--- src/include/amr_defs.svh ---
// register offsets, field positions, masks and gain constants of the mixer routing bank
`ifndef AMR_DEFS_SVH
`define AMR_DEFS_SVH

// register offsets on the control port
`define AMR_OFS_PHONE_IN 8'h0e
`define AMR_OFS_AUX_LEFT 8'h0f
`define AMR_OFS_AUX_RIGHT 8'h10
`define AMR_OFS_CONVERTER 8'h11
`define AMR_OFS_PHONE_OUT 8'h12
`define AMR_OFS_AUX_OUT 8'h13
`define AMR_OFS_SPEAKER_OUT 8'h14
`define AMR_OFS_HEADPHONE_OUT 8'h15
`define AMR_OFS_EARPIECE_OUT 8'h16

// writable bits per register; the rest read as zero
`define AMR_MASK_PHONE_IN 8'h3f
`define AMR_MASK_INPUT 8'hff
`define AMR_MASK_PHONE_OUT 8'h1f
`define AMR_MASK_LINE_OUT 8'h0f
`define AMR_MASK_HP_EP_OUT 8'h1f
`define AMR_RESET_BYTE 8'h00

// input and converter register fields
`define AMR_LEVEL_MSB 4
`define AMR_LEVEL_LSB 0
`define AMR_BIT_PHONE_IN_SILENCE 5
`define AMR_BIT_AUX_BOOST 5
`define AMR_BIT_AUX_SILENCE 6
`define AMR_BIT_AUX_TAKE 7
`define AMR_BIT_CONV_USE_AUX 5
`define AMR_BIT_CONV_BOOST 6
`define AMR_BIT_CONV_SILENCE 7

// output routing register fields
`define AMR_BIT_OUT_SEL0 0
`define AMR_BIT_OUT_SEL1 1
`define AMR_BIT_OUT_SEL2 2
`define AMR_BIT_OUT_SEL3 3
`define AMR_BIT_OUT_SILENCE3 3
`define AMR_BIT_OUT_SILENCE4 4
`define AMR_BIT_PHONE_OUT_GATE 4

// gains in half-dB steps, two's complement
`define AMR_GAIN_FLOOR_HDB 8'ha3
`define AMR_GAIN_STEP_HDB 8'h03
`define AMR_GAIN_BOOST_HDB 8'h18
`define AMR_HP_GAIN_STEREO_HDB 8'hf4
`define AMR_HP_GAIN_MONO_HDB 8'he8
`define AMR_HP_GAIN_VOICE_HDB 8'hf4

`endif

--- src/include/amr_pkg.sv ---
// types shared by the mixer routing bank modules
package amr_pkg;
	typedef struct packed {
		logic [7:0] phone_input_config;
		logic [7:0] auxiliary_left_input_config;
		logic [7:0] auxiliary_right_input_config;
		logic [7:0] converter_mixer_level;
		logic [7:0] phone_output_routing;
		logic [7:0] auxiliary_output_routing;
		logic [7:0] speaker_output_routing;
		logic [7:0] headphone_output_routing;
		logic [7:0] earpiece_output_routing;
	} amr_regs_s;

	typedef struct packed {
		logic [7:0] addr;
		logic [7:0] wdata;
		logic wr;
		logic rd;
	} amr_req_s;

	typedef struct packed {
		logic [7:0] rdata;
		logic rvalid;
	} amr_rsp_s;

	typedef struct packed {
		logic signed [7:0] gain_hdb;
		logic silence;
		logic take_aux;
	} amr_src_s;

	typedef struct packed {
		logic add_mic;
		logic add_phone_in;
		logic add_sidetone;
		logic add_left;
		logic add_right;
		logic silence;
	} amr_route_s;

	typedef struct packed {
		logic applied;
	} amr_zc_s;
endpackage

--- src/core/amr_gain_map.sv ---
// level code to mixer gain, in half-dB steps
`timescale 1ns/1ps
`include "amr_defs.svh"
module amr_gain_map #(
	parameter int CODE_W = 5
) (
	// level selection
	input logic [CODE_W-1:0] level_code,
	input logic boost,
	// resulting gain
	output logic signed [7:0] gain_hdb
);
	logic [7:0] code_ext;
	logic [7:0] step_sum;

	// codes of 7 bits or more would wrap the 8-bit gain
	if (CODE_W < 1 || CODE_W > 5)
	begin : g_bad_width
		$error("amr_gain_map: CODE_W must be 1 to 5");
	end

	assign code_ext = {{(8 - CODE_W){1'b0}}, level_code};
	assign step_sum = 8'(code_ext * `AMR_GAIN_STEP_HDB);
	assign gain_hdb = 8'(`AMR_GAIN_FLOOR_HDB + step_sum + (boost ? `AMR_GAIN_BOOST_HDB : 8'h00)); // RULE3 RULE4
endmodule

--- src/core/amr_zc_mute.sv ---
// silence that changes only on a zero crossing of the signal
`timescale 1ns/1ps
module amr_zc_mute (
	// clock and reset
	input logic sys_clk,
	input logic resetn,
	// control
	input logic mute_request,
	input logic zero_cross,
	// applied silence
	output logic mute_applied
);
	amr_pkg::amr_zc_s state_reg;
	amr_pkg::amr_zc_s state_next;

	// unmute waits for the crossing too, so neither edge clicks
	always_comb
	begin
		state_next = state_reg;
		if (zero_cross)
		begin
			state_next.applied = mute_request; // RULE11
		end
	end

	always_ff @(posedge sys_clk or negedge resetn)
	begin
		if (!resetn)
		begin
			state_reg <= '0;
		end
		else
		begin
			state_reg <= state_next;
		end
	end

	assign mute_applied = state_reg.applied;
endmodule

--- src/core/amr_mixer_regs.sv ---
// mixer source gain and output routing register bank
// Operation
// RULE1 - phone input code sets gain, 1.5 dB steps
// RULE2 - phone input bit 5 silences phone input
// RULE3 - left aux code sets gain, boost shifts range
// RULE4 - left aux bit 5 adds 12 dB
// RULE5 - left aux bit 6 silences left aux
// RULE6 - left aux bit 7 picks aux over converter
// RULE7 - right aux mirrors left aux fields
// RULE8 - converter code uses the aux gain table
// RULE9 - converter bit 5 borrows aux level codes
// RULE10 - converter bit 6 adds 12 dB
// RULE11 - converter bit 7 silences at zero crossing
// RULE12 - phone out adds mic, right, left; silence
// RULE13 - noise gate blocks mic to phone out
// RULE14 - aux out adds phone, right, left; silence
// RULE15 - speaker out adds phone, right, left; silence
// RULE16 - headphone adds sidetone, phone; bit 4 silences
// RULE17 - right channel right only when stereo
// RULE18 - left channel left only when stereo
// RULE19 - headphone mix gain -6 or -12 dB
// RULE20 - earpiece adds four channels; bit 4 silences
// RULE21 - external speaker amplifier gain 12 dB; this bank drives no speaker amplifier gain, only the headphone gains
// RULE22 - all fields reset to zero
`timescale 1ns/1ps
`include "amr_defs.svh"
module amr_mixer_regs (
	// clock and reset
	input logic sys_clk,
	input logic resetn,
	// register access from the serial control port
	input amr_pkg::amr_req_s reg_req,
	output amr_pkg::amr_rsp_s reg_rsp,
	// device state from outside this bank
	input logic stereo_flag,
	input logic noise_gate_on,
	input logic agc_noise_detect,
	input logic conv_zero_cross_left,
	input logic conv_zero_cross_right,
	// mixer sources
	output amr_pkg::amr_src_s phone_src,
	output amr_pkg::amr_src_s aux_left_src,
	output amr_pkg::amr_src_s aux_right_src,
	output amr_pkg::amr_src_s conv_left_src,
	output amr_pkg::amr_src_s conv_right_src,
	// output routing
	output amr_pkg::amr_route_s phone_output,
	output amr_pkg::amr_route_s aux_output,
	output amr_pkg::amr_route_s speaker_output,
	output amr_pkg::amr_route_s headphone_left_output,
	output amr_pkg::amr_route_s headphone_right_output,
	output amr_pkg::amr_route_s earpiece_output,
	// headphone amplifier gains
	output logic signed [7:0] headphone_mix_gain_hdb,
	output logic signed [7:0] headphone_voice_gain_hdb
);
	typedef struct packed {
		amr_pkg::amr_regs_s regs;
		amr_pkg::amr_rsp_s rsp;
		amr_pkg::amr_src_s phone_src;
		amr_pkg::amr_src_s aux_left_src;
		amr_pkg::amr_src_s aux_right_src;
		amr_pkg::amr_src_s conv_left_src;
		amr_pkg::amr_src_s conv_right_src;
		amr_pkg::amr_route_s phone_out;
		amr_pkg::amr_route_s aux_out;
		amr_pkg::amr_route_s spk_out;
		amr_pkg::amr_route_s hp_left_out;
		amr_pkg::amr_route_s hp_right_out;
		amr_pkg::amr_route_s ear_out;
		logic signed [7:0] hp_mix_gain;
		logic signed [7:0] hp_voice_gain;
	} amr_state_s;

	amr_state_s state_reg;
	amr_state_s state_next;

	logic signed [7:0] phone_gain;
	logic signed [7:0] aux_left_gain;
	logic signed [7:0] aux_right_gain;
	logic signed [7:0] conv_left_gain;
	logic signed [7:0] conv_right_gain;
	logic [4:0] conv_left_code;
	logic [4:0] conv_right_code;
	logic conv_left_silent;
	logic conv_right_silent;

	// writable bits of the register at this offset; zero marks an unmapped offset
	function automatic logic [7:0] amr_write_mask(input logic [7:0] addr);
		logic [7:0] mask;
		mask = 8'h00;
		case (addr)
			`AMR_OFS_PHONE_IN: mask = `AMR_MASK_PHONE_IN;
			`AMR_OFS_AUX_LEFT: mask = `AMR_MASK_INPUT;
			`AMR_OFS_AUX_RIGHT: mask = `AMR_MASK_INPUT;
			`AMR_OFS_CONVERTER: mask = `AMR_MASK_INPUT;
			`AMR_OFS_PHONE_OUT: mask = `AMR_MASK_PHONE_OUT;
			`AMR_OFS_AUX_OUT: mask = `AMR_MASK_LINE_OUT;
			`AMR_OFS_SPEAKER_OUT: mask = `AMR_MASK_LINE_OUT;
			`AMR_OFS_HEADPHONE_OUT: mask = `AMR_MASK_HP_EP_OUT;
			`AMR_OFS_EARPIECE_OUT: mask = `AMR_MASK_HP_EP_OUT;
			default: mask = 8'h00;
		endcase
		return mask;
	endfunction

	// stored byte at an offset, zero for unmapped offsets
	function automatic logic [7:0] amr_read_byte(input logic [7:0] addr, input amr_pkg::amr_regs_s regs);
		logic [7:0] data;
		data = 8'h00;
		case (addr)
			`AMR_OFS_PHONE_IN: data = regs.phone_input_config;
			`AMR_OFS_AUX_LEFT: data = regs.auxiliary_left_input_config;
			`AMR_OFS_AUX_RIGHT: data = regs.auxiliary_right_input_config;
			`AMR_OFS_CONVERTER: data = regs.converter_mixer_level;
			`AMR_OFS_PHONE_OUT: data = regs.phone_output_routing;
			`AMR_OFS_AUX_OUT: data = regs.auxiliary_output_routing;
			`AMR_OFS_SPEAKER_OUT: data = regs.speaker_output_routing;
			`AMR_OFS_HEADPHONE_OUT: data = regs.headphone_output_routing;
			`AMR_OFS_EARPIECE_OUT: data = regs.earpiece_output_routing;
			default: data = 8'h00;
		endcase
		return data & amr_write_mask(addr);
	endfunction

	// three-channel output register: a mic or phone select, right, left and a silence bit
	function automatic amr_pkg::amr_route_s amr_line_route(input logic [7:0] r, input logic first_is_mic);
		amr_pkg::amr_route_s route;
		route = '0;
		route.add_mic = first_is_mic & r[`AMR_BIT_OUT_SEL0];
		route.add_phone_in = ~first_is_mic & r[`AMR_BIT_OUT_SEL0];
		route.add_right = r[`AMR_BIT_OUT_SEL1];
		route.add_left = r[`AMR_BIT_OUT_SEL2];
		route.silence = r[`AMR_BIT_OUT_SILENCE3];
		return route;
	endfunction

	// phone input uses the boosted table: -34.5 dB at code zero
	amr_gain_map #(
		.CODE_W(5)
	) u_phone_gain (
		.level_code(state_reg.regs.phone_input_config[`AMR_LEVEL_MSB:`AMR_LEVEL_LSB]),
		.boost(1'b1),
		.gain_hdb(phone_gain)
	); // RULE1

	amr_gain_map #(
		.CODE_W(5)
	) u_aux_left_gain (
		.level_code(state_reg.regs.auxiliary_left_input_config[`AMR_LEVEL_MSB:`AMR_LEVEL_LSB]),
		.boost(state_reg.regs.auxiliary_left_input_config[`AMR_BIT_AUX_BOOST]),
		.gain_hdb(aux_left_gain)
	); // RULE3 RULE4

	amr_gain_map #(
		.CODE_W(5)
	) u_aux_right_gain (
		.level_code(state_reg.regs.auxiliary_right_input_config[`AMR_LEVEL_MSB:`AMR_LEVEL_LSB]),
		.boost(state_reg.regs.auxiliary_right_input_config[`AMR_BIT_AUX_BOOST]),
		.gain_hdb(aux_right_gain)
	); // RULE7

	// balance mode borrows each side's aux code, boost stays the converter's own
	assign conv_left_code = state_reg.regs.converter_mixer_level[`AMR_BIT_CONV_USE_AUX] ?
		state_reg.regs.auxiliary_left_input_config[`AMR_LEVEL_MSB:`AMR_LEVEL_LSB] :
		state_reg.regs.converter_mixer_level[`AMR_LEVEL_MSB:`AMR_LEVEL_LSB]; // RULE9
	assign conv_right_code = state_reg.regs.converter_mixer_level[`AMR_BIT_CONV_USE_AUX] ?
		state_reg.regs.auxiliary_right_input_config[`AMR_LEVEL_MSB:`AMR_LEVEL_LSB] :
		state_reg.regs.converter_mixer_level[`AMR_LEVEL_MSB:`AMR_LEVEL_LSB]; // RULE9

	amr_gain_map #(
		.CODE_W(5)
	) u_conv_left_gain (
		.level_code(conv_left_code),
		.boost(state_reg.regs.converter_mixer_level[`AMR_BIT_CONV_BOOST]),
		.gain_hdb(conv_left_gain)
	); // RULE8 RULE10

	amr_gain_map #(
		.CODE_W(5)
	) u_conv_right_gain (
		.level_code(conv_right_code),
		.boost(state_reg.regs.converter_mixer_level[`AMR_BIT_CONV_BOOST]),
		.gain_hdb(conv_right_gain)
	); // RULE8 RULE10

	// each converter side has its own crossing, so the two sides mute independently
	amr_zc_mute u_conv_left_mute (
		.sys_clk(sys_clk),
		.resetn(resetn),
		.mute_request(state_reg.regs.converter_mixer_level[`AMR_BIT_CONV_SILENCE]),
		.zero_cross(conv_zero_cross_left),
		.mute_applied(conv_left_silent)
	); // RULE11

	amr_zc_mute u_conv_right_mute (
		.sys_clk(sys_clk),
		.resetn(resetn),
		.mute_request(state_reg.regs.converter_mixer_level[`AMR_BIT_CONV_SILENCE]),
		.zero_cross(conv_zero_cross_right),
		.mute_applied(conv_right_silent)
	); // RULE11

	always_comb
	begin
		logic [7:0] wmask;
		logic [7:0] wbyte;
		logic [7:0] hp;
		logic [7:0] ep;
		logic [7:0] cpo;
		wmask = amr_write_mask(reg_req.addr);
		wbyte = reg_req.wdata & wmask;
		hp = state_reg.regs.headphone_output_routing;
		ep = state_reg.regs.earpiece_output_routing;
		cpo = state_reg.regs.phone_output_routing;
		state_next = state_reg;

		// a read in the same cycle as a write returns the old value
		state_next.rsp.rvalid = reg_req.rd;
		state_next.rsp.rdata = reg_req.rd ? amr_read_byte(reg_req.addr, state_reg.regs) : 8'h00;

		// writes to unmapped offsets are dropped
		if (reg_req.wr)
		begin
			case (reg_req.addr)
				`AMR_OFS_PHONE_IN: state_next.regs.phone_input_config = wbyte;
				`AMR_OFS_AUX_LEFT: state_next.regs.auxiliary_left_input_config = wbyte;
				`AMR_OFS_AUX_RIGHT: state_next.regs.auxiliary_right_input_config = wbyte;
				`AMR_OFS_CONVERTER: state_next.regs.converter_mixer_level = wbyte;
				`AMR_OFS_PHONE_OUT: state_next.regs.phone_output_routing = wbyte;
				`AMR_OFS_AUX_OUT: state_next.regs.auxiliary_output_routing = wbyte;
				`AMR_OFS_SPEAKER_OUT: state_next.regs.speaker_output_routing = wbyte;
				`AMR_OFS_HEADPHONE_OUT: state_next.regs.headphone_output_routing = wbyte;
				`AMR_OFS_EARPIECE_OUT: state_next.regs.earpiece_output_routing = wbyte;
				default: state_next.regs = state_reg.regs;
			endcase
		end

		// mixer sources
		state_next.phone_src.gain_hdb = phone_gain; // RULE1
		state_next.phone_src.silence = state_reg.regs.phone_input_config[`AMR_BIT_PHONE_IN_SILENCE]; // RULE2
		state_next.phone_src.take_aux = 1'b0;
		state_next.aux_left_src.gain_hdb = aux_left_gain; // RULE3
		state_next.aux_left_src.silence = state_reg.regs.auxiliary_left_input_config[`AMR_BIT_AUX_SILENCE]; // RULE5
		state_next.aux_left_src.take_aux = state_reg.regs.auxiliary_left_input_config[`AMR_BIT_AUX_TAKE]; // RULE6
		state_next.aux_right_src.gain_hdb = aux_right_gain; // RULE7
		state_next.aux_right_src.silence = state_reg.regs.auxiliary_right_input_config[`AMR_BIT_AUX_SILENCE]; // RULE7
		state_next.aux_right_src.take_aux = state_reg.regs.auxiliary_right_input_config[`AMR_BIT_AUX_TAKE]; // RULE7
		state_next.conv_left_src.gain_hdb = conv_left_gain; // RULE8
		state_next.conv_left_src.silence = conv_left_silent; // RULE11
		state_next.conv_left_src.take_aux = 1'b0;
		state_next.conv_right_src.gain_hdb = conv_right_gain; // RULE8
		state_next.conv_right_src.silence = conv_right_silent; // RULE11
		state_next.conv_right_src.take_aux = 1'b0;

		// phone output: the gate only ever removes the microphone path
		state_next.phone_out = amr_line_route(cpo, 1'b1); // RULE12
		state_next.phone_out.add_mic = cpo[`AMR_BIT_OUT_SEL0] &
			~(cpo[`AMR_BIT_PHONE_OUT_GATE] & noise_gate_on & agc_noise_detect); // RULE13

		state_next.aux_out = amr_line_route(state_reg.regs.auxiliary_output_routing, 1'b0); // RULE14
		state_next.spk_out = amr_line_route(state_reg.regs.speaker_output_routing, 1'b0); // RULE15

		// headphone: in mono mode both mixer channels reach both sides
		state_next.hp_left_out = '0;
		state_next.hp_left_out.add_sidetone = hp[`AMR_BIT_OUT_SEL0]; // RULE16
		state_next.hp_left_out.add_phone_in = hp[`AMR_BIT_OUT_SEL1]; // RULE16
		state_next.hp_left_out.add_right = hp[`AMR_BIT_OUT_SEL2] & ~stereo_flag; // RULE17
		state_next.hp_left_out.add_left = hp[`AMR_BIT_OUT_SEL3]; // RULE18
		state_next.hp_left_out.silence = hp[`AMR_BIT_OUT_SILENCE4]; // RULE16
		state_next.hp_right_out = '0;
		state_next.hp_right_out.add_sidetone = hp[`AMR_BIT_OUT_SEL0]; // RULE16
		state_next.hp_right_out.add_phone_in = hp[`AMR_BIT_OUT_SEL1]; // RULE16
		state_next.hp_right_out.add_right = hp[`AMR_BIT_OUT_SEL2]; // RULE17
		state_next.hp_right_out.add_left = hp[`AMR_BIT_OUT_SEL3] & ~stereo_flag; // RULE18
		state_next.hp_right_out.silence = hp[`AMR_BIT_OUT_SILENCE4]; // RULE16

		// mono summing needs 6 dB more headroom
		state_next.hp_mix_gain = stereo_flag ? `AMR_HP_GAIN_STEREO_HDB : `AMR_HP_GAIN_MONO_HDB; // RULE19
		state_next.hp_voice_gain = `AMR_HP_GAIN_VOICE_HDB; // RULE19

		state_next.ear_out = '0;
		state_next.ear_out.add_sidetone = ep[`AMR_BIT_OUT_SEL0]; // RULE20
		state_next.ear_out.add_phone_in = ep[`AMR_BIT_OUT_SEL1]; // RULE20
		state_next.ear_out.add_right = ep[`AMR_BIT_OUT_SEL2]; // RULE20
		state_next.ear_out.add_left = ep[`AMR_BIT_OUT_SEL3]; // RULE20
		state_next.ear_out.silence = ep[`AMR_BIT_OUT_SILENCE4]; // RULE20
	end

	// the derived outputs trail the registers by one edge, the converter silence by two; reset shows all-zero gains
	always_ff @(posedge sys_clk or negedge resetn)
	begin
		if (!resetn)
		begin
			state_reg <= '0; // RULE22
		end
		else
		begin
			state_reg <= state_next;
		end
	end

	assign reg_rsp = state_reg.rsp;
	assign phone_src = state_reg.phone_src;
	assign aux_left_src = state_reg.aux_left_src;
	assign aux_right_src = state_reg.aux_right_src;
	assign conv_left_src = state_reg.conv_left_src;
	assign conv_right_src = state_reg.conv_right_src;
	assign phone_output = state_reg.phone_out;
	assign aux_output = state_reg.aux_out;
	assign speaker_output = state_reg.spk_out;
	assign headphone_left_output = state_reg.hp_left_out;
	assign headphone_right_output = state_reg.hp_right_out;
	assign earpiece_output = state_reg.ear_out;
	assign headphone_mix_gain_hdb = state_reg.hp_mix_gain;
	assign headphone_voice_gain_hdb = state_reg.hp_voice_gain;
endmodule

--- config.mk ---
export PLATFORM = sky130hd
export DESIGN_NAME = amr_mixer_regs
export DESIGN_NICKNAME = d
export VERILOG_FILES = /design/src/include/amr_pkg.sv /design/src/core/amr_gain_map.sv /design/src/core/amr_zc_mute.sv /design/src/core/amr_mixer_regs.sv
export VERILOG_INCLUDE_DIRS = /design/src /design/src/include
export SDC_FILE = /design/constraint.sdc
export NUM_CORES = 1
export LEC_CHECK = 0
export BUFFER_PORTS_ARGS = -buffer_cell sky130_fd_sc_hd__buf_2
export CAP_MARGIN = 15
export CORE_UTILIZATION = 30
export DETAILED_ROUTE_END_ITERATION = 8
export GPL_TIMING_DRIVEN = 0
export SYNTH_ARGS = -nofsm -noshare
export SYNTH_HDL_FRONTEND = slang
export SYNTH_SLANG_ARGS = --single-unit
--- constraint.sdc ---
create_clock -name sys_clk -period 3.08 [get_ports sys_clk]
set_input_delay 0.308 -clock sys_clk [delete_from_list [all_inputs] [get_ports sys_clk]]
set_output_delay 0.308 -clock sys_clk [all_outputs]
set_load 0.03 [all_outputs]
==> results of run 1 <==
## Yosys cell counts (3+ instances only)
cell         n  area share
dfrtp_1    157        0.49
buf_4      113        0.11
nand2_1     94       0.044
o21ai_0     73       0.045
ha_1        46       0.071
inv_1       36       0.017
a21oi_1     25       0.015
xnor2_1     25       0.027
xor2_1      18       0.020
clkbuf_1    14      0.0065
a21o_1      11       0.010
and2_1      11      0.0085
nor2_1      11      0.0051
nor2b_1     11      0.0085
mux2i_1     10       0.012
nand2b_1     9      0.0070
mux2_2       8       0.011
a22oi_1      7      0.0065
buf_2        7      0.0043
nand3_1      7      0.0043
a22o_1       6      0.0065
o21bai_1     6      0.0056
a222oi_1     5      0.0062
a31oi_1      5      0.0039
fa_1         5       0.012
a221oi_1     4      0.0043
o21ai_1      4      0.0025
nand4_1      3      0.0023
o211a_1      3      0.0037
o2bb2ai_1    3      0.0033
## cell type report
class / instances / area (sq um) / share of cell area
flip-flops and latches: 157 / 3930 / 0.403
diodes: 1 / 2.50 / 0.000257
multi-input cells: 458 / 3140 / 0.322
clock inverters: 14 / 135 / 0.0139
clock buffers: 18 / 429 / 0.0440
well taps: 335 / 419 / 0.0430
repair buffers: 118 / 619 / 0.0636
plain buffers: 133 / 936 / 0.0961
inverters: 36 / 135 / 0.0139
## what timing repair did
action | CTS | global route
cloned | 0 | 0
setup endpoints to repair | 7 | 6
gates resized for setup | 1 | 5
## stage by stage
step / util / instances / worst slack, ps / TNS (ps)
floorplan: - / 785 / 187 / 0
global placement: 0.349 / 1237 / -669 / -103020
detailed placement: 0.350 / 1238 / -238 / -813
CTS: 0.371 / 1269 / 2.46 / 0
global route: 0.372 / 1270 / 13.0 / 0
finish: 0.372 / 1270 / 218 / 0
## logic make-up (layout without fill, tap and decap cells)
family / after synthesis / count (layout) / synth area share
compound gates: 169 / 169 / 0.131
xor+xnor: 43 / 43 / 0.0467
fa+ha+maj: 51 / 51 / 0.0837
buf+inv: 170 / 319 / 0.133
flops: 157 / 157 / 0.487
mux: 18 / 18 / 0.0236
other cells: 2 / 19 / 0.000930
simple gates: 159 / 159 / 0.0949
## layer usage
metal / share of wire / wire, microns / up-vias
met2: 0.46 / 8910 / 192
li1: - / - / 2785
met4: 0.021 / 397 / 2
met3: 0.065 / 1260 / 30
met1: 0.45 / 8670 / 2790
met5: 0.00052 / 10 / -
## worst max-delay path, cell delays in order, from the launching register on
cell and delay (ps):
dfrtp_1 520, mux2i_1 440, inv_1 90, ha_1 240, fa_1 400, xor2_1 180, ha_1 320, a31o_2 240
a21o_1 190, xnor2_1 130
## power by group through the flow
stage | Combinational, mW | Sequential [mW] | Clock [mW]
final | 0.245 | 2.08 | 2.01
after global routing | 0.266 | 2.08 | 2.17
after CTS | 0.247 | 2.08 | 2.09
after detailed placement | 0.246 | 2.12 | 0
after global placement | 0.239 | 2.12 | 0
after floorplan | 0.143 | 2.12 | 0
## path summary, 6_finish.rpt
path                                                            from                          to  cells after the start
max reg2reg                               state_reg[167]$_DFFE_PN0P_  conv_left_src[7]$_DFF_PN0_                      9
max in group asynchronous                                     resetn   aux_left_src[2]$_DFF_PN0_                      2
min in group sys_clk                                      reg_req[0]        reg_rsp[0]$_DFF_PN0_                      1
max                                       state_reg[167]$_DFFE_PN0P_  conv_left_src[7]$_DFF_PN0_                      9
min                                                           resetn        reg_rsp[0]$_DFF_PN0_                      1
min reg2reg                u_conv_left_mute.mute_applied$_DFFE_PN0P_  conv_left_src[1]$_DFF_PN0_                      0
==> run_results.csv, run 1 <==
group,metric,value,unit
die,rows,59,
die,die_area,27600,sq um
power_and_ir_drop,power_frac_seq,0.479,
power_and_ir_drop,power_leakage,5.02,nW
placement,place_area,9170,sq um
status,outcome,"finished with violations",
setup_path,arrival,3170,ps
cells_and_area,fin_nets,997,
power_and_ir_drop,pwr-share-clk,0.464,
grt,met1_usage,0.192,
drt,ant_nets,0,
placement,portBuffers,117,
yosys,synth_seq_cells,157,
drt,drtIter0Drc,425,
setup_path,r2r_slack,220,ps
grt,met3_usage,0.0369,
setup_path,cp-start-kind,"flip-flop",
clock_network,cts_hold_buffers,0,
power_and_ir_drop,power,4.34,mW
clock_network,clkTransAtPathRegs,70,ps
sta,slew_headroom,0.407,
die,die_h,166,microns
yosys,synth_cell_type_count,53,
clock_network,clkSinkCount,157,
clock_network,cts_setup_buffers,0,
clock_network,clockBufferDepth,2,
die,die_w,166,microns
cells_and_area,num-fill-cells,2614,
sta,max_freq,349,MHz
cells_and_area,largest_reg_flops,46,
placement,dpl.hpwl,14.2,mm
sta,finalHoldViolations,28,
yosys,async_flop_share,1.00,
grt,antenna_found_initial,2,
grt,grt_max_degree,91,
clock_network,clock_latency,420,ps
placement,gp_congestion,0.860,
min_path,hold_path.class,"in -> async",
sta,rsz0062_at_grt,"false",
yosys,ys.flop_type,"dfrtp_1",
die,start_util,0.308,
yosys,syn_area,8070,sq um
power_and_ir_drop,power.internal,3.27,mW
drt,wl_per_cell,15.2,microns
yosys,yosysWarnings,0,
clock_network,numCtsBuffers,17,
cells_and_area,layout-drive-gt1-share,0.305,
drt,vias_per_cell,4.57,
setup_path,required,3390,ps
drt,drt-pass1-iter-count,9,
sta,holdWs,-75.1,ps
grt,overflow,0,
sta,final.min_clock_period,2860,ps
sta,finalCritPeriodShare,0.929,
power_and_ir_drop,power_density,445,nW/um^2
setup_path,path_class,"reg -> reg",
power_and_ir_drop,switching_power,1.06,mW
sta,finalSetupViolCount,0,
drt,num_vias,5799,
status,violations,"design-rule violations, negative hold slack",
sta,worstMarginPinSlew,889,ps
grt,use_met2,0.237,
power_and_ir_drop,combPwrFrac,0.056,
yosys,yosysSeqAreaShare,0.487,
clock_network,cts_tree,"done",
yosys,synth_edf_count,0,
drt,drc,8,
power_and_ir_drop,vdd.ir_drop.worst,267,uV
setup_path,worstSetupEndpointType,"flip-flop",
clock_network,root_buffer,"clkbuf_16",
setup_path,cp_max_fo,7,
grt,grt_pass1_vias,5791,
drt,wl,19.2,mm
cells_and_area,areaGrowthSynthToFinish,20.7,%
sta,clock_skew,10.2,ps
die,io_pins,136,
yosys,synth.avg_cell_area,10.5,sq um
cells_and_area,final_cell_mix,"156 x dfrtp_1, 123 x buf_2, 113 x buf_4",
sta,slew_violations,0,
grt,top_usage_layer,"met2",
grt,grt_first_pass_wirelength,31.4,mm
cells_and_area,stdcell_area,9740,sq um
yosys,synthCells,769,
clock_network,cts_htree_levels,4,
cells_and_area,final_common_cell,"dfrtp_1",
die,core_area,26200,sq um
job,max_cap_viol_count,0,
grt,grt_usage,0.147,
power_and_ir_drop,swShare,0.245,
Note: power is estimated with default switching activity, not from simulation.
==> inputs of run 2 (changes only) <==
--- a/config.mk
+++ b/config.mk
@@ -8,9 +8,9 @@
 export LEC_CHECK = 0
 export BUFFER_PORTS_ARGS = -buffer_cell sky130_fd_sc_hd__buf_2
 export CAP_MARGIN = 15
+export CORE_MARGIN = 2
 export CORE_UTILIZATION = 30
 export DETAILED_ROUTE_END_ITERATION = 8
-export GPL_TIMING_DRIVEN = 0
 export SYNTH_ARGS = -nofsm -noshare
 export SYNTH_HDL_FRONTEND = slang
 export SYNTH_SLANG_ARGS = --single-unit
==> run 2 against run 1 <==
The run now ends clean. Wire length is 3.9% lower. Non-clock buffer count decreased by 117. Flip-flop and latch count unchanged. Register-to-register slack improved by 50 ps. Worst setup slack improved by 52 ps. Cell count is 8.8% lower. Cell area down 8.3%. First-iteration DRC count down 14%. Die area is 2.4% higher. Clock power up 3%. Largest cell class unchanged. Largest power group unchanged. Highest routed layer is now met4.
==> run_results.csv, run 2 (synthesized netlist as in run 1, its figures left out) <==
group,metric,value,unit
sta,setup_ws,271,ps
clock_network,cts_tree,"done",
setup_path,cp-start-kind,"flip-flop",
setup_path,cp_max_fo,16,
sta,finalCritPeriodShare,0.912,
die,die_w,168,microns
setup_path,worstSetupEndpointType,"flip-flop",
sta,slew_headroom,0.506,
setup_path,cp_num_cells,10,
die,die_area,28200,sq um
drt,ant_nets,0,
placement,post-place-ws,164,ps
grt,grt_first_pass_wirelength,29.3,mm
drt,met2_length,8.89,mm
job,max_cap_viol_count,0,
min_path,min-delay-start,"reg_req[0]",
grt,grt_pass1_vias,5238,
drt,vias_per_cell,4.55,
placement,gp_congestion,0.838,
sta,max_freq,356,MHz
drt,drt-pass1-iter-count,6,
setup_path,arrival,3120,ps
setup_path,reg2reg_depth,10,
power_and_ir_drop,power_density,488,nW/um^2
drt,met3_length,915,microns
drt,drtIter0Drc,367,
die,die_h,168,microns
grt,antenna_found_initial,0,
cells_and_area,antenna_cells,0,
cells_and_area,fin_nets,880,
grt,overflow,0,
cells_and_area,largest_reg_flops,46,
cells_and_area,final_common_cell,"dfrtp_1",
drt,wl_met1,8.53,mm
power_and_ir_drop,vdd.ir_drop.worst,362,uV
die,rows,60,
placement,place_area,8350,sq um
clock_network,clock_latency,430,ps
setup_path,path_class,"reg -> reg",
status,outcome,"completed",
sta,finalSetupViolCount,0,
setup_path,slowest_stage,"dfrtp_2",
sta,final.min_clock_period,2810,ps
setup_path,regToRegEndpoint,"conv_right_src[8]$_DFF_PN0_",
sta,clock_skew,10.8,ps
clock_network,cts_htree_levels,4,
setup_path,path_cells,"nor2b_1 -> a21oi_1 -> inv_1 -> ha_1 -> fa_1 -> xor2_1 -> ha_1 -> a31oi_1 -> o211ai_1 -> xor2_1",
clock_network,clkSinkCount,157,
setup_path,required,3390,ps
setup_path,cpLargestDelayFamily,"adder cells",
grt,grt_usage,0.136,
min_path,hold_path.class,"in -> reg",
drt,wl_per_cell,16.0,microns
placement,portBuffers,118,
grt,grt_max_degree,64,
setup_path,r2r_slack,270,ps
drt,num_vias,5273,
drt,dr.max_layer_used,"met4",
sta,holdWs,34.9,ps
power_and_ir_drop,power,4.36,mW
setup_path,path_buf_inv,1,
clock_network,clkTransAtPathRegs,70,ps
placement,dpl.hpwl,13.7,mm
die,core_area,26700,sq um
cells_and_area,areaGrowthSynthToFinish,10.6,%
sta,slew_violations,0,
cells_and_area,post-route-util,0.335,
cells_and_area,layout-drive-gt1-share,0.219,
sta,setup_tns,0,ps
drt,drc,0,
clock_network,root_buffer,"clkbuf_16",
min_path,min_path_cells,1,
cells_and_area,num-fill-cells,2696,
drt,wl,18.5,mm
cells_and_area,final_cells,1158,
placement,post-place-cells,1125,
cells_and_area,stdcell_area,8930,sq um
die,start_util,0.303,
clock_network,cts_setup_buffers,0,
power_and_ir_drop,power_leakage,4.49,nW
sta,finalHoldViolations,0,
die,io_pins,136,
setup_path,critical_path.max_stage_delay,520,ps
sta,worstMarginPinSlew,740,ps
sta,rsz0062_at_grt,"false",
setup_path,rr_startpoint,"state_reg[156]$_DFFE_PN0P_",
clock_network,clockBufferDepth,2,
min_path,hold_path_end,"reg_rsp[0]$_DFF_PN0_",
clock_network,numCtsBuffers,17,
cells_and_area,final_cell_mix,"156 x dfrtp_1, 117 x buf_2, 94 x nand2_1",
run 2: cell types whose count changed in the layout (fill, tap and decap cells not counted), sizes merged:
| cell | before | now |
|---|---|---|
| buf | 238 | 133 |
| clkbuf | 31 | 17 |
| clkinv | 5 | 3 |
| clkinvlp | 4 | 0 |
| diode | 1 | 0 |
| dlygate4sd3 | 0 | 1 |
| inv | 40 | 47 |
run 2: layout make-up:
type                    instances  area [sq um]  share of cell area
well taps                     341           427              0.0478
clock buffers                  17           425              0.0476
clock inverters                15           150              0.0168
multi-input cells             458          3130               0.351
repair buffers                134           732              0.0819
flip-flops and latches        157          3930               0.440
inverters                      36           135              0.0151
run 2: timing repair:
| item | 4_1_cts | 5_1_grt |
|---|---|---|
| hold buffers | 1 | 0 |
| endpoints found under the setup margin | 0 | 1 |
| endpoints found under the hold margin | 61 | 0 |
| resized for setup | 0 | 1 |
run 2: report_power, final:
part / internal, mW / switching [mW] / total (mW)
Sequential: 2.07 / 0.00630 / 2.08
Combinational: 0.0487 / 0.160 / 0.209
Clock: 1.14 / 0.929 / 2.07
Total: 3.26 / 1.10 / 4.36
run 2: worst reg2reg max path, cell delays in order, from the launching register on:
cell and delay, ps:
dfrtp_2 520, nor2b_1 100, a21oi_1 210, inv_1 130
ha_1 250, fa_1 410, xor2_1 180, ha_1 320
a31oi_1 270, o211ai_1 140, xor2_1 160
run 2: per-layer routing:
| layer | GRT usage | up-vias |
|---|---|---|
| met5 | 0 | - |
| met4 | 0.0386 | 0 |
| met3 | 0.0301 | 15 |
| met2 | 0.221 | 155 |
| met1 | 0.184 | 2558 |
| li1 | - | 2545 |
run 2: worst max path at each step:
stage                                    start                          end  slack, ps
floorplan           state_reg[156]$_DFFE_PN0P_  conv_right_src[8]$_DFF_PN0_        190
CTS                 state_reg[156]$_DFFE_PN0P_  conv_right_src[8]$_DFF_PN0_        150
global placement    state_reg[156]$_DFFE_PN0P_  conv_right_src[8]$_DFF_PN0_        260
finish              state_reg[156]$_DFFE_PN0P_  conv_right_src[8]$_DFF_PN0_        270
detailed placement  state_reg[156]$_DFFE_PN0P_  conv_right_src[8]$_DFF_PN0_        160
global route        state_reg[156]$_DFFE_PN0P_  conv_right_src[8]$_DFF_PN0_        100
==> inputs of run 3 (changes only) <==
--- a/config.mk
+++ b/config.mk
@@ -11,6 +11,7 @@
 export CORE_MARGIN = 2
 export CORE_UTILIZATION = 30
 export DETAILED_ROUTE_END_ITERATION = 8
+export PLACE_DENSITY = 0.5
 export SYNTH_ARGS = -nofsm -noshare
 export SYNTH_HDL_FRONTEND = slang
 export SYNTH_SLANG_ARGS = --single-unit
==> run 3 against run 2 <==
Wire length grew 0.91%. Sequential share of layout area shrank 0.26 points. First-iteration DRC count grew 3.5%. Count of clock-buffer cells in the layout grew 2. Non-clock buffer count grew 6. Largest cell class unchanged. Highest routed layer unchanged.
==> run_results.csv, run 3 (synthesized netlist as in run 1, its figures left out) <==
group,metric,value,unit
status,outcome,"completed",
power_and_ir_drop,switching_power,1.03,mW
min_path,hold_path.class,"in -> reg",
cells_and_area,num-fill-cells,2708,
clock_network,clkTransAtPathRegs,70,ps
placement,gp_congestion,0.804,
setup_path,worstSetupEndpointType,"flip-flop",
setup_path,cpLargestDelayFamily,"adder cells",
die,die_area,28200,sq um
setup_path,cp-start-kind,"flip-flop",
grt,grt_first_pass_wirelength,29.7,mm
setup_path,cp_max_fo,13,
setup_path,cpMostUsedCell,"ha_1",
grt,grt_usage,0.138,
setup_path,path_cells,"nor2b_1 -> a21oi_1 -> inv_1 -> ha_1 -> fa_1 -> xor2_1 -> ha_1 -> a31o_2 -> a21o_1 -> o21ai_0",
setup_path,required,3420,ps
power_and_ir_drop,pwr-share-clk,0.477,
clock_network,cts_setup_buffers,0,
sta,setup_ws,358,ps
clock_network,cts_tree,"done",
drt,ant_nets,0,
sta,slew_violations,0,
cells_and_area,stdcell_area,8980,sq um
power_and_ir_drop,combPwrFrac,0.048,
power_and_ir_drop,power_leakage,4.50,nW
sta,final.min_clock_period,2720,ps
sta,finalSetupViolCount,0,
drt,drt-pass1-iter-count,7,
power_and_ir_drop,power.internal,3.34,mW
sta,rsz0062_at_grt,"false",
power_and_ir_drop,power_density,487,nW/um^2
die,die_h,168,microns
sta,finalCritPeriodShare,0.884,
clock_network,numCtsBuffers,17,
drt,drc,0,
cells_and_area,post-route-util,0.337,
clock_network,root_buffer,"clkbuf_16",
power_and_ir_drop,swShare,0.237,
cells_and_area,final_common_cell,"dfrtp_1",
cells_and_area,antenna_cells,0,
power_and_ir_drop,vdd.ir_drop.worst,297,uV
setup_path,path_class,"reg -> reg",
drt,drtIter0Drc,380,
sta,clock_skew,10.1,ps
die,die_w,168,microns
cells_and_area,final_cell_mix,"156 x dfrtp_1, 117 x buf_2, 94 x nand2_1",
sta,setup_tns,0,ps
cells_and_area,multi_input_area,3130,sq um
placement,dpl.hpwl,14.0,mm
drt,wl,18.7,mm
die,core_area,26700,sq um
sta,worstMarginPinSlew,699,ps
die,io_pins,136,
die,rows,60,
setup_path,slowest_stage,"dfrtp_2",
drt,wl_per_cell,16.1,microns
power_and_ir_drop,power,4.37,mW
power_and_ir_drop,power_frac_seq,0.475,
sta,finalHoldViolations,0,
setup_path,critical_path.max_stage_delay,490,ps
setup_path,path_buf_inv,1,
grt,antenna_found_initial,0,
job,max_cap_viol_count,0,
die,start_util,0.303,
clock_network,clkSinkCount,157,
grt,overflow,0,
setup_path,arrival,3060,ps
placement,post-place-ws,230,ps
drt,num_vias,5211,
placement,place_area,8390,sq um
cells_and_area,fin_nets,886,
sta,max_freq,367,MHz
clock_network,clockBufferDepth,2,
cells_and_area,final-seq-area,3930,sq um
clock_network,clock_latency,430,ps
cells_and_area,largest_reg_flops,46,
cells_and_area,areaGrowthSynthToFinish,11.3,%
cells_and_area,layout-drive-gt1-share,0.223,
grt,grt_max_degree,75,
placement,portBuffers,118,
sta,slew_headroom,0.534,
grt,grt_pass1_vias,5217,
drt,vias_per_cell,4.48,
clock_network,cts_htree_levels,4,
run 3: cell types whose count changed in the layout (fill, tap and decap cells not counted), moves of 2 or more:
cell        before  now
buf_4           14   20
clkinv_2         2    0
clkinvlp_4       0    6
inv_6            9    2
inv_8            2    0
run 3: power groups by stage:
stage	sequential (mW)	combinational [mW]	clock, mW
3_3_place_gp	2.12	0.212	0
3_5_place_dp	2.12	0.212	0
2_1_floorplan	2.12	0.143	0
4_1_cts	2.08	0.213	2.15
6_report	2.08	0.209	2.09
5_1_grt	2.08	0.231	2.24
run 3: path summary, 6_finish.rpt:
| kind | slack [ps] | depth (start not counted) | start | to |
|---|---|---|---|---|
| max | 360 | 10 | state_reg[156]$_DFFE_PN0P_ | conv_left_src[9]$_DFF_PN0_ |
| min | 30 | 1 | reg_req[0] | reg_rsp[0]$_DFF_PN0_ |
| max reg2reg | 360 | 10 | state_reg[156]$_DFFE_PN0P_ | conv_left_src[9]$_DFF_PN0_ |
| min reg2reg | 380 | 0 | u_conv_right_mute.mute_applied$_DFFE_PN0P_ | conv_right_src[1]$_DFF_PN0_ |
| max in group asynchronous | 1750 | 3 | resetn | conv_right_src[8]$_DFF_PN0_ |
| min in group asynchronous | 470 | 2 | resetn | phone_src[1]$_DFF_PN0_ |
run 3: through the flow:
| stage | cells | hold slack (ps) |
|---|---|---|
| final | 1163 | 32.0 |
| after global routing | 1163 | 12.0 |
| after CTS | 1163 | 19.2 |
| after detailed placement | 1131 | 365 |
| after global placement | 1131 | 357 |
| after floorplan | 785 | 12.4 |
run 3: layout make-up:
cell class                      count  area share
Clock buffer                       19      0.0493
Inverter                           36      0.0150
Sequential cell                   157       0.437
Timing Repair Buffer              140      0.0865
Multi-Input combinational cell    458       0.349
Clock inverter                     12      0.0156
Tap cell                          341      0.0475
run 3: worst register-to-register path: stages (launching register included):
cell and delay (ps):
dfrtp_2 490, nor2b_1 90, a21oi_1 190, inv_1 120, ha_1 220, fa_1 400, xor2_1 190, ha_1 330
a31o_2 250, a21o_1 190, o21ai_0 160
run 3: what timing repair did:
| action | 4_1_cts | 5_1_grt |
|---|---|---|
| hold buffers | 1 | 0 |
| endpoints found under the setup margin | 0 | 4 |
| hold endpoints to repair | 72 | 0 |
| resized for setup | 0 | 1 |
run 3: layer usage:
| layer | track usage | wire [microns] |
|---|---|---|
| met2 | 0.219 | 8720 |
| met1 | 0.188 | 8790 |
| met5 | 0 | 0 |
| met4 | 0.0469 | 365 |
| met3 | 0.0299 | 803 |
